--- src/core/sofc_defs.vh ---
`ifndef SOFC_DEFS_VH
`define SOFC_DEFS_VH

// register map and field layout of the output format control word
`define SOFC_ADDR_W 5
`define SOFC_DATA_W 11
`define SOFC_OFS_FMT 5'h0D
`define SOFC_RST_FMT 11'h000
// bits that hold a value; 3, 8 and 9 stay zero
`define SOFC_FMT_MASK 11'h4F7
`define SOFC_B_TWOWIRE 0
`define SOFC_B_SDR 1
`define SOFC_B_SER14 2
`define SOFC_B_RISEEDGE 4
`define SOFC_B_CGAIN 5
`define SOFC_B_LSBFIRST 6
`define SOFC_B_BITWISE 7
`define SOFC_B_OVRD 10
// pin input synchroniser depth
`define SOFC_SYNC_STAGES 2

`endif

--- src/core/sofc_format_ctrl.v ---
// Local design decision: the address-and-strobe port.
`timescale 1ns/100ps
`default_nettype none
`include "sofc_defs.vh"

// Contract
// - bit0 lanes, bit1 ddr/sdr, bit2 serialization
// - bit4 sdr capture edge, rising when set
// - bit5 enables 3.5 dB coarse gain
// - bit6 sends lsb first when set
// - bit7 bit-wise lane split, two-wire only
// - override bit10 lets register beat pins
// - hardware or software reset clears register
module sofc_format_ctrl
(
    input wire mclk, // system clock, 100 MHz
    input wire rst_n, // async reset, active low
    input wire swReset, // software reset pulse, same clock
    input wire [4:0] regAddr, // register address
    input wire [10:0] regWrData, // write data
    input wire regWrStb, // write strobe
    input wire regRdStb, // read strobe
    output reg [10:0] regRdData, // read data, cycle after strobe
    input wire pinTwoWire, // pin: two-wire lanes
    input wire pinSdrClk, // pin: sdr bit clock
    input wire pinSer14, // pin: 14x serialization
    input wire pinRiseEdge, // pin: rising capture edge
    input wire pinCoarseGain, // pin: coarse gain enable
    input wire pinLsbFirst, // pin: lsb first
    input wire pinBitWise, // pin: bit-wise split
    output reg twoWire, // lanes: 0 one-wire, 1 two-wire
    output reg sdrClk, // bit clock: 0 ddr, 1 sdr
    output reg ser14, // serialization: 0 12x, 1 14x
    output reg captureRising, // capture edge: 0 falling, 1 rising
    output reg coarseGainEn, // 1 applies 3.5 dB gain
    output reg lsbFirst, // bit order: 0 msb, 1 lsb first
    output reg bitWise, // lane split: 0 byte-wise, 1 bit-wise
    output reg pinOverride // register governs when high
);

    reg [10:0] fmt_reg;
    reg [10:0] fmt_next;
    wire [6:0] sel;
    wire wrHit;
    wire rdHit;
    wire laneTwo;
    wire clkSdr;
    genvar gi;
    wire [6:0] pinSync;
    wire [6:0] regFields;

    // pins come from outside the clock domain
    sofc_pin_sync uSync
    (
        .mclk(mclk),
        .rst_n(rst_n),
        .pinIn({pinBitWise, pinLsbFirst, pinCoarseGain, pinRiseEdge,
            pinSer14, pinSdrClk, pinTwoWire}),
        .pinSync(pinSync)
    );

    // address decode, shared by both strobes; only one word is mapped
    assign wrHit = regWrStb && (regAddr == `SOFC_OFS_FMT);
    assign rdHit = regRdStb && (regAddr == `SOFC_OFS_FMT);

    // write path; unused positions are masked off on the way in, and a
    // soft reset beats a write landing in the same cycle
    always @*
    begin
        fmt_next = fmt_reg;
        if (swReset)
            fmt_next = `SOFC_RST_FMT;
        else if (wrHit)
            fmt_next = regWrData & `SOFC_FMT_MASK;
    end

    // the stored word itself
    always @(posedge mclk or negedge rst_n)
    begin
        if (!rst_n)
            fmt_reg <= `SOFC_RST_FMT;
        else
            fmt_reg <= fmt_next;
    end

    // read data valid only in the cycle after the strobe; a missed read
    // is not held over, the bus falls back to zero
    always @(posedge mclk or negedge rst_n)
    begin
        if (!rst_n)
            regRdData <= 11'h000;
        else if (rdHit)
            regRdData <= fmt_reg;
        else
            regRdData <= 11'h000; // unmapped addresses read zero
    end

    // register fields lined up in pin order
    assign regFields = {fmt_reg[`SOFC_B_BITWISE], fmt_reg[`SOFC_B_LSBFIRST],
        fmt_reg[`SOFC_B_CGAIN], fmt_reg[`SOFC_B_RISEEDGE],
        fmt_reg[`SOFC_B_SER14], fmt_reg[`SOFC_B_SDR],
        fmt_reg[`SOFC_B_TWOWIRE]};

    // pins govern unless the override bit is set; one source switch
    // per field, all steered by the same stored override bit
    generate
        for (gi = 0; gi < 7; gi = gi + 1)
        begin : gSel
            assign sel[gi] = fmt_reg[`SOFC_B_OVRD] ? regFields[gi] :
                pinSync[gi];
        end
    endgenerate

    // mode qualifiers: the sdr clock and the lane split only mean
    // something on two lanes, the capture edge only under an sdr clock
    assign laneTwo = sel[0];
    assign clkSdr = sel[0] & sel[1];

    // effective settings, one flop each; registering them keeps a pin
    // edge or a write from reaching the serializer half-way through a
    // cycle, at the cost of one cycle of latency

    // lane count
    always @(posedge mclk or negedge rst_n)
    begin
        if (!rst_n)
        begin
            twoWire <= 1'h0;
        end
        else
        begin
            twoWire <= laneTwo;
        end
    end

    // bit clock kind; only two lanes can run sdr, so one lane always
    // reports ddr
    always @(posedge mclk or negedge rst_n)
    begin
        if (!rst_n)
        begin
            sdrClk <= 1'h0;
        end
        else
        begin
            sdrClk <= clkSdr;
        end
    end

    // serialization factor
    always @(posedge mclk or negedge rst_n)
    begin
        if (!rst_n)
        begin
            ser14 <= 1'h0;
        end
        else
        begin
            ser14 <= sel[2];
        end
    end

    // capture edge; reads falling unless two lanes run an sdr clock,
    // so a receiver never waits on an edge that is not in use
    always @(posedge mclk or negedge rst_n)
    begin
        if (!rst_n)
        begin
            captureRising <= 1'h0;
        end
        else
        begin
            captureRising <= clkSdr & sel[3];
        end
    end

    // coarse gain, 3.5 dB when set
    always @(posedge mclk or negedge rst_n)
    begin
        if (!rst_n)
        begin
            coarseGainEn <= 1'h0;
        end
        else
        begin
            coarseGainEn <= sel[4];
        end
    end

    // bit order of each sample
    always @(posedge mclk or negedge rst_n)
    begin
        if (!rst_n)
        begin
            lsbFirst <= 1'h0;
        end
        else
        begin
            lsbFirst <= sel[5];
        end
    end

    // lane split; one lane has nothing to split, so it reads byte-wise
    // there while the stored bit is kept for a later switch
    always @(posedge mclk or negedge rst_n)
    begin
        if (!rst_n)
        begin
            bitWise <= 1'h0;
        end
        else
        begin
            bitWise <= laneTwo & sel[6];
        end
    end

    // copy of the override bit, so the source in use can be seen
    always @(posedge mclk or negedge rst_n)
    begin
        if (!rst_n)
        begin
            pinOverride <= 1'h0;
        end
        else
        begin
            pinOverride <= fmt_reg[`SOFC_B_OVRD];
        end
    end

endmodule // sofc_format_ctrl

`default_nettype wire

--- src/core/sofc_pin_sync.v ---
`timescale 1ns/100ps
`default_nettype none

// two-stage synchroniser for the parallel configuration pins
module sofc_pin_sync
(
    input wire mclk, // system clock
    input wire rst_n, // async reset, active low
    input wire [6:0] pinIn, // raw pin levels
    output wire [6:0] pinSync // synchronised levels
);

    reg [6:0] meta_reg;
    reg [6:0] sync_reg;

    // first stage feeds only the second stage
    always @(posedge mclk or negedge rst_n)
    begin
        if (!rst_n)
        begin
            meta_reg <= 7'h00;
            sync_reg <= 7'h00;
        end
        else
        begin
            meta_reg <= pinIn;
            sync_reg <= meta_reg;
        end
    end

    assign pinSync = sync_reg;

endmodule // sofc_pin_sync

`default_nettype wire

--- config.mk ---
export PLATFORM = sky130hd
export DESIGN_NAME = sofc_format_ctrl
export DESIGN_NICKNAME = d
export VERILOG_FILES = /design/src/core/sofc_format_ctrl.v /design/src/core/sofc_pin_sync.v
export VERILOG_INCLUDE_DIRS = /design/src /design/src/core
export SDC_FILE = /design/constraint.sdc
export NUM_CORES = 1
export LEC_CHECK = 0
export BUFFER_PORTS_ARGS = -buffer_cell sky130_fd_sc_hd__buf_2
export CORE_ASPECT_RATIO = 1.25
export CORE_UTILIZATION = 52
export DETAILED_ROUTE_END_ITERATION = 10
export PLACE_DENSITY = 0.82
export SLEW_MARGIN = 20
export SYNTH_ARGS = -nofsm -noshare
export SYNTH_HDL_FRONTEND = slang
export SYNTH_SLANG_ARGS = --single-unit
--- constraint.sdc ---
create_clock -name mclk -period 2.42 [get_ports mclk]
set_input_delay 0 -clock mclk [delete_from_list [all_inputs] [get_ports mclk]]
set_output_delay 0 -clock mclk [all_outputs]
set_load 0.05 [all_outputs]
==> Word level (Yosys, flattened, before mapping) <==
Index checks and enable logic that the tools add are counted.
{ "totals": {"output_inout_bits": 19, "inputBits": 28, "rom_bits": 0, "memories": 0, "latchBits": 0, "ff_bits": 44, "ramBits": 0} }
{ "classes": {"bitwise": 3, "n_mux": 10, "shifts": 0, "n_mul": 0, "reduce_logical": 3, "n_div": 0, "n_eq_ne": 1, "addsub": 0, "order_cmp": 0} }
{ "op_table": {"columns": ["op", "count"], "rows": [
  ["two-way mux 11 bit", 3],
  ["two-way mux 1 bit", 7],
  ["equality test 5 x 4 -> 1 bit, second input constant", 1],
  ["AND 1 bit", 3],
  ["logical AND 1 bit", 2],
  ["nonzero test 2 bit", 1]
]} }

==> Logic depth before layout (Yosys ltp) <==
{ "depth": {"ltp_word": 4, "mapped_depth": 4, "ltp_nobuf": 3} }

==> Cells and area by module <==
From an unflattened synthesis, not the netlist that was laid out.
{ "unflattened": {"hier_cells": 92, "area_unflattened_um2": 1361.3} }
{ "modules_own_cells": {"columns": ["mod", "seq_area_each_um2", "cells_per_inst", "n_inst", "area_per_inst_um2"], "rows": [
  ["sofc_format_ctrl", 600.6, 78, 1, 1011.0],
  ["sofc_pin_sync", 350.3, 14, 1, 350.3]
]} }

==> Worst setup path before layout <==
OpenSTA, ideal clock, no wires.
{ "synth_path": {"path_type": "reg-to-reg", "from": "reg fmt_reg[10]", "to": "reg bitWise", "setup_time_ns": 0.119, "slack_ns": 1.332, "arrival_ns": 0.969, "required_time_ns": 2.301, "path_buffers": 1, "path_stages_with_launch": 4, "cell_sequence": "dfrtp_1 > buf_2 > mux2_2 > and2_1"} }
{ "synth_via": {"elab_chain_cells": 2} }
{ "synth_lines": {"columns": ["element", "line", "rtl"], "rows": [
  ["from (decl)", "sofc_format_ctrl.v:41", "reg [10:0] fmt_reg;"],
  ["from (signal assigned)", "sofc_format_ctrl.v:81", "fmt_reg <= `SOFC_RST_FMT;"],
  ["from (signal assigned)", "sofc_format_ctrl.v:83", "fmt_reg <= fmt_next;"],
  ["two-way mux 1 bit", "sofc_format_ctrl.v:109", "assign sel[gi] = fmt_reg[`SOFC_B_OVRD] ? regFields[gi] :"],
  ["AND 1 bit (*)", "sofc_format_ctrl.v:213", "bitWise <= laneTwo & sel[6];"],
  ["to (signal assigned)", "sofc_format_ctrl.v:213", null],
  ["to (decl)", "sofc_format_ctrl.v:37", "output reg bitWise,"]
]} }
Mark *: on every way between the ends. The rest lies on a longest branch, timed or not.
A chain may end at the register's enable or synchronous reset.

==> Worst setup path after layout <==
{ "layout_path": {"from": "reg fmt_reg[10]", "to": "reg captureRising"} }
{ "layout_via": {"elab_chain_cells": 3} }
{ "layout_lines": {"columns": ["element", "line", "rtl"], "rows": [
  ["two-way mux 1 bit", "sofc_format_ctrl.v:109", null],
  ["AND 1 bit", "sofc_format_ctrl.v:117", "assign clkSdr = sel[0] & sel[1];"],
  ["AND 1 bit (*)", "sofc_format_ctrl.v:173", "captureRising <= clkSdr & sel[3];"],
  ["to (signal assigned)", "sofc_format_ctrl.v:173", null],
  ["to (decl)", "sofc_format_ctrl.v:34", "output reg captureRising,"]
]} }
Marked as above.

==> flow_metrics.env <==
export IMPL_crit_path_end_kind="register"
export IMPL_h_tree_depth=2
export IMPL_hold_violations=0
export IMPL_areaGrowthSynthToFinish_pct=32.4
export IMPL_cts_num_sinks=38
export IMPL_num_rows=20
export IMPL_setup_tns_final_ns=0
export IMPL_slew_violations=0
export IMPL_syn_avg_cell_area_sq_um=15.2
export IMPL_crit_type="register to register"
export IMPL_ir_worst_vdd_v=0.000435
export IMPL_io_buffers=40
export IMPL_power_per_cell_area_nw_per_um2=652
export IMPL_start_util_pct=55.8
export IMPL_cts_setup_buffers=0
export IMPL_cts_root_buf="clkbuf_4"
export IMPL_layout_setup_ws_ns=1.18
export IMPL_grt_overflow_total=0
export IMPL_synth_area_leaders="dfrtp_1 (69%), nand2b_1 (7.3%), mux2i_1 (5.9%)"
export IMPL_cpPeakStageDelay_ns=0.60
export IMPL_final_antenna_net_count=0
export IMPL_hold_class="input pin to register"
export IMPL_cts_hold_buf=16
export IMPL_yosys_mux_area_fraction_pct=9.96
export IMPL_leakage_nw=0.906
export IMPL_via_count=822
export IMPL_cts_resized=0
export IMPL_drt_initial_drc_count=11
export IMPL_grt_start_max_net_pins=39
export IMPL_antenna_found_initial=0
export IMPL_grt_pass1_wl_microns=3550
export IMPL_synth_compound_area_share_pct=1.28
export IMPL_grt_pass1_vias=804
export IMPL_syn_inst=90
export IMPL_clock_skew_ns=0.00655
export IMPL_synth_top_family_by_area="simple AND/OR/NAND/NOR gates"
export IMPL_tightestPinTransition_ns=0.836
export IMPL_yosys_area_top_type="dfrtp_1"
export IMPL_post_drt_wl_per_cell_microns=12.4
export IMPL_clk_pin_slew_worst_paths_ns=0.11
export IMPL_remaining_drc_errors=0
export IMPL_utilization_pct=73.9
export IMPL_layout_drive_gt1_share_pct=37.3
export IMPL_crit_chain="mux2_2 -> and2_1"
export IMPL_yosys_warnings=0
export IMPL_whs_ns=0.0205
export IMPL_maxCapViolations=0
export IMPL_ys_types=15
export IMPL_max_freq_mhz=807
export IMPL_synth_top_cell_area_share_pct=69.5
export IMPL_die_h_microns=59.4
export IMPL_grt_total_usage_pct=20.0
export IMPL_clk_path_buf_depth=2
export IMPL_clkLatencyLatePin_ns=0.34
export IMPL_via_per_inst=4.49
export IMPL_cts_tree="yes"
export IMPL_period_needed_ns=1.24
export IMPL_fin_crit_sh_pct=51.2
export IMPL_gp_congestion=0.703
export IMPL_dp_hpwl_microns=1500
export IMPL_setup_viol=0
export IMPL_pre_cts_ws_ns=1.04
export IMPL_status="completed"
export IMPL_rsz0062_at_grt="false"
export IMPL_cts_made_buffers=5
export IMPL_synthXorXnorAreaFrac_pct=0
export IMPL_chipWidth_microns=47.9
export IMPL_wl_microns=2270
export IMPL_syn_area_sq_um=1370
export IMPL_coreArea_sq_um=2450
export IMPL_worstPathArrival_ns=1.48
export IMPL_start_kind="register"
export IMPL_diodes=0
export IMPL_synthSimpleGateAreaFrac_pct=15.9
export IMPL_crit_fanout=11
export IMPL_cp_required_ns=2.66
export IMPL_cp_slowest_cell="dfrtp_1"
export IMPL_yosysSeqAreaShare_pct=69.5
export IMPL_synth_fa_ha_area_share_pct=0
export IMPL_ys_ff_latch=38
export IMPL_fin_nets=177
export IMPL_detail_route_first_pass_iterations=4
export IMPL_die_area_sq_um=2840
export IMPL_num_io_pins=47
export IMPL_relSlewSlack_pct=44.0
## path summary, 6_finish.rpt
kind | depth (start not counted) | from | to | slack, ns
max reg2reg | 2 | fmt_reg[10] | captureRising | 1.18
min in group asynchronous | 2 | rst_n | regRdData[10] | 0.26
min | 3 | regAddr[4] | regRdData[10] | 0.02
min reg2reg | 0 | uSync.meta_reg[2] | uSync.pinSync[2] | 0.36
max | 2 | fmt_reg[10] | captureRising | 1.18
max in group asynchronous | 2 | rst_n | bitWise | 1.65
## routing by layer
metal / vias to the layer above / wire length (microns) / global-route usage (%)
met1: 378 / 896 / 20.5
met2: 35 / 1150 / 31.7
met3: 9 / 150 / 10.1
met4: 0 / 75 / 11.9
met5: - / 0 / 0
li1: 400 / - / -
## stage by stage
stage          instance area [sq um]  power, mW  instances
5_1_grt                         1810       1.23        183
2_1_floorplan                   1380      0.726         92
6_report                        1810       1.18        183
3_3_place_gp                    1580      0.761        159
3_5_place_dp                    1580      0.766        159
4_1_cts                         1810       1.20        183
## power breakdown
part	switching (mW)	internal, mW	total [mW]
combinational	0.0645	0.0485	0.113
clock	0.197	0.214	0.411
sequential	0.00537	0.653	0.658
total	0.267	0.915	1.18
## logic make-up (layout without fill, tap and decap cells)
group                  after synthesis  in the layout
and+or+nand+nor                     30             30
other                                1              3
muxes                               13             13
DFF                                 38             38
AOI/OAI and AO/OA                    2              2
buffers and inverters                6             64
## worst max-delay path, delay by kind of cell (launching register included)
kind	cells	cell delay [ns]
multiplexers	1	0.38
AND/OR/NAND/NOR	1	0.16
flip-flops	1	0.60
## cells in the final DEF (no fill, tap or decap), drive strengths merged
master and n:
and2 10, mux2 5, clkbuf 5, buf 40, nor3b 2, conb 3
clkinv 2, nor2b 1, nand4b 1, a21o 1, bufinv 1, dfrtp 38
mux2i 8, nand2b 16, a32o 1, dlygate4sd3 16
## layout make-up
| type | count | area [sq um] |
|---|---|---|
| tap | 33 | 41.3 |
| clock inverter | 3 | 40.0 |
| clock buffer | 5 | 37.5 |
| sequential | 38 | 951 |
| fill | 181 | 639 |
| timing repair buffer | 56 | 360 |
| multi-input combinational | 48 | 383 |
## Yosys cell counts
| master | count |
|---|---|
| mux2i_1 | 8 |
| a21o_1 | 1 |
| buf_6 | 1 |
| nor3b_2 | 2 |
| conb_1 | 1 |
| a32o_1 | 1 |
| nand2b_1 | 16 |
| clkbuf_1 | 1 |
| nor2b_1 | 1 |
| mux2_2 | 5 |
| and2_1 | 10 |
| nand4b_4 | 1 |
| buf_2 | 1 |
| dfrtp_1 | 38 |
| buf_4 | 3 |
Note: power is estimated with default switching activity, not from simulation.
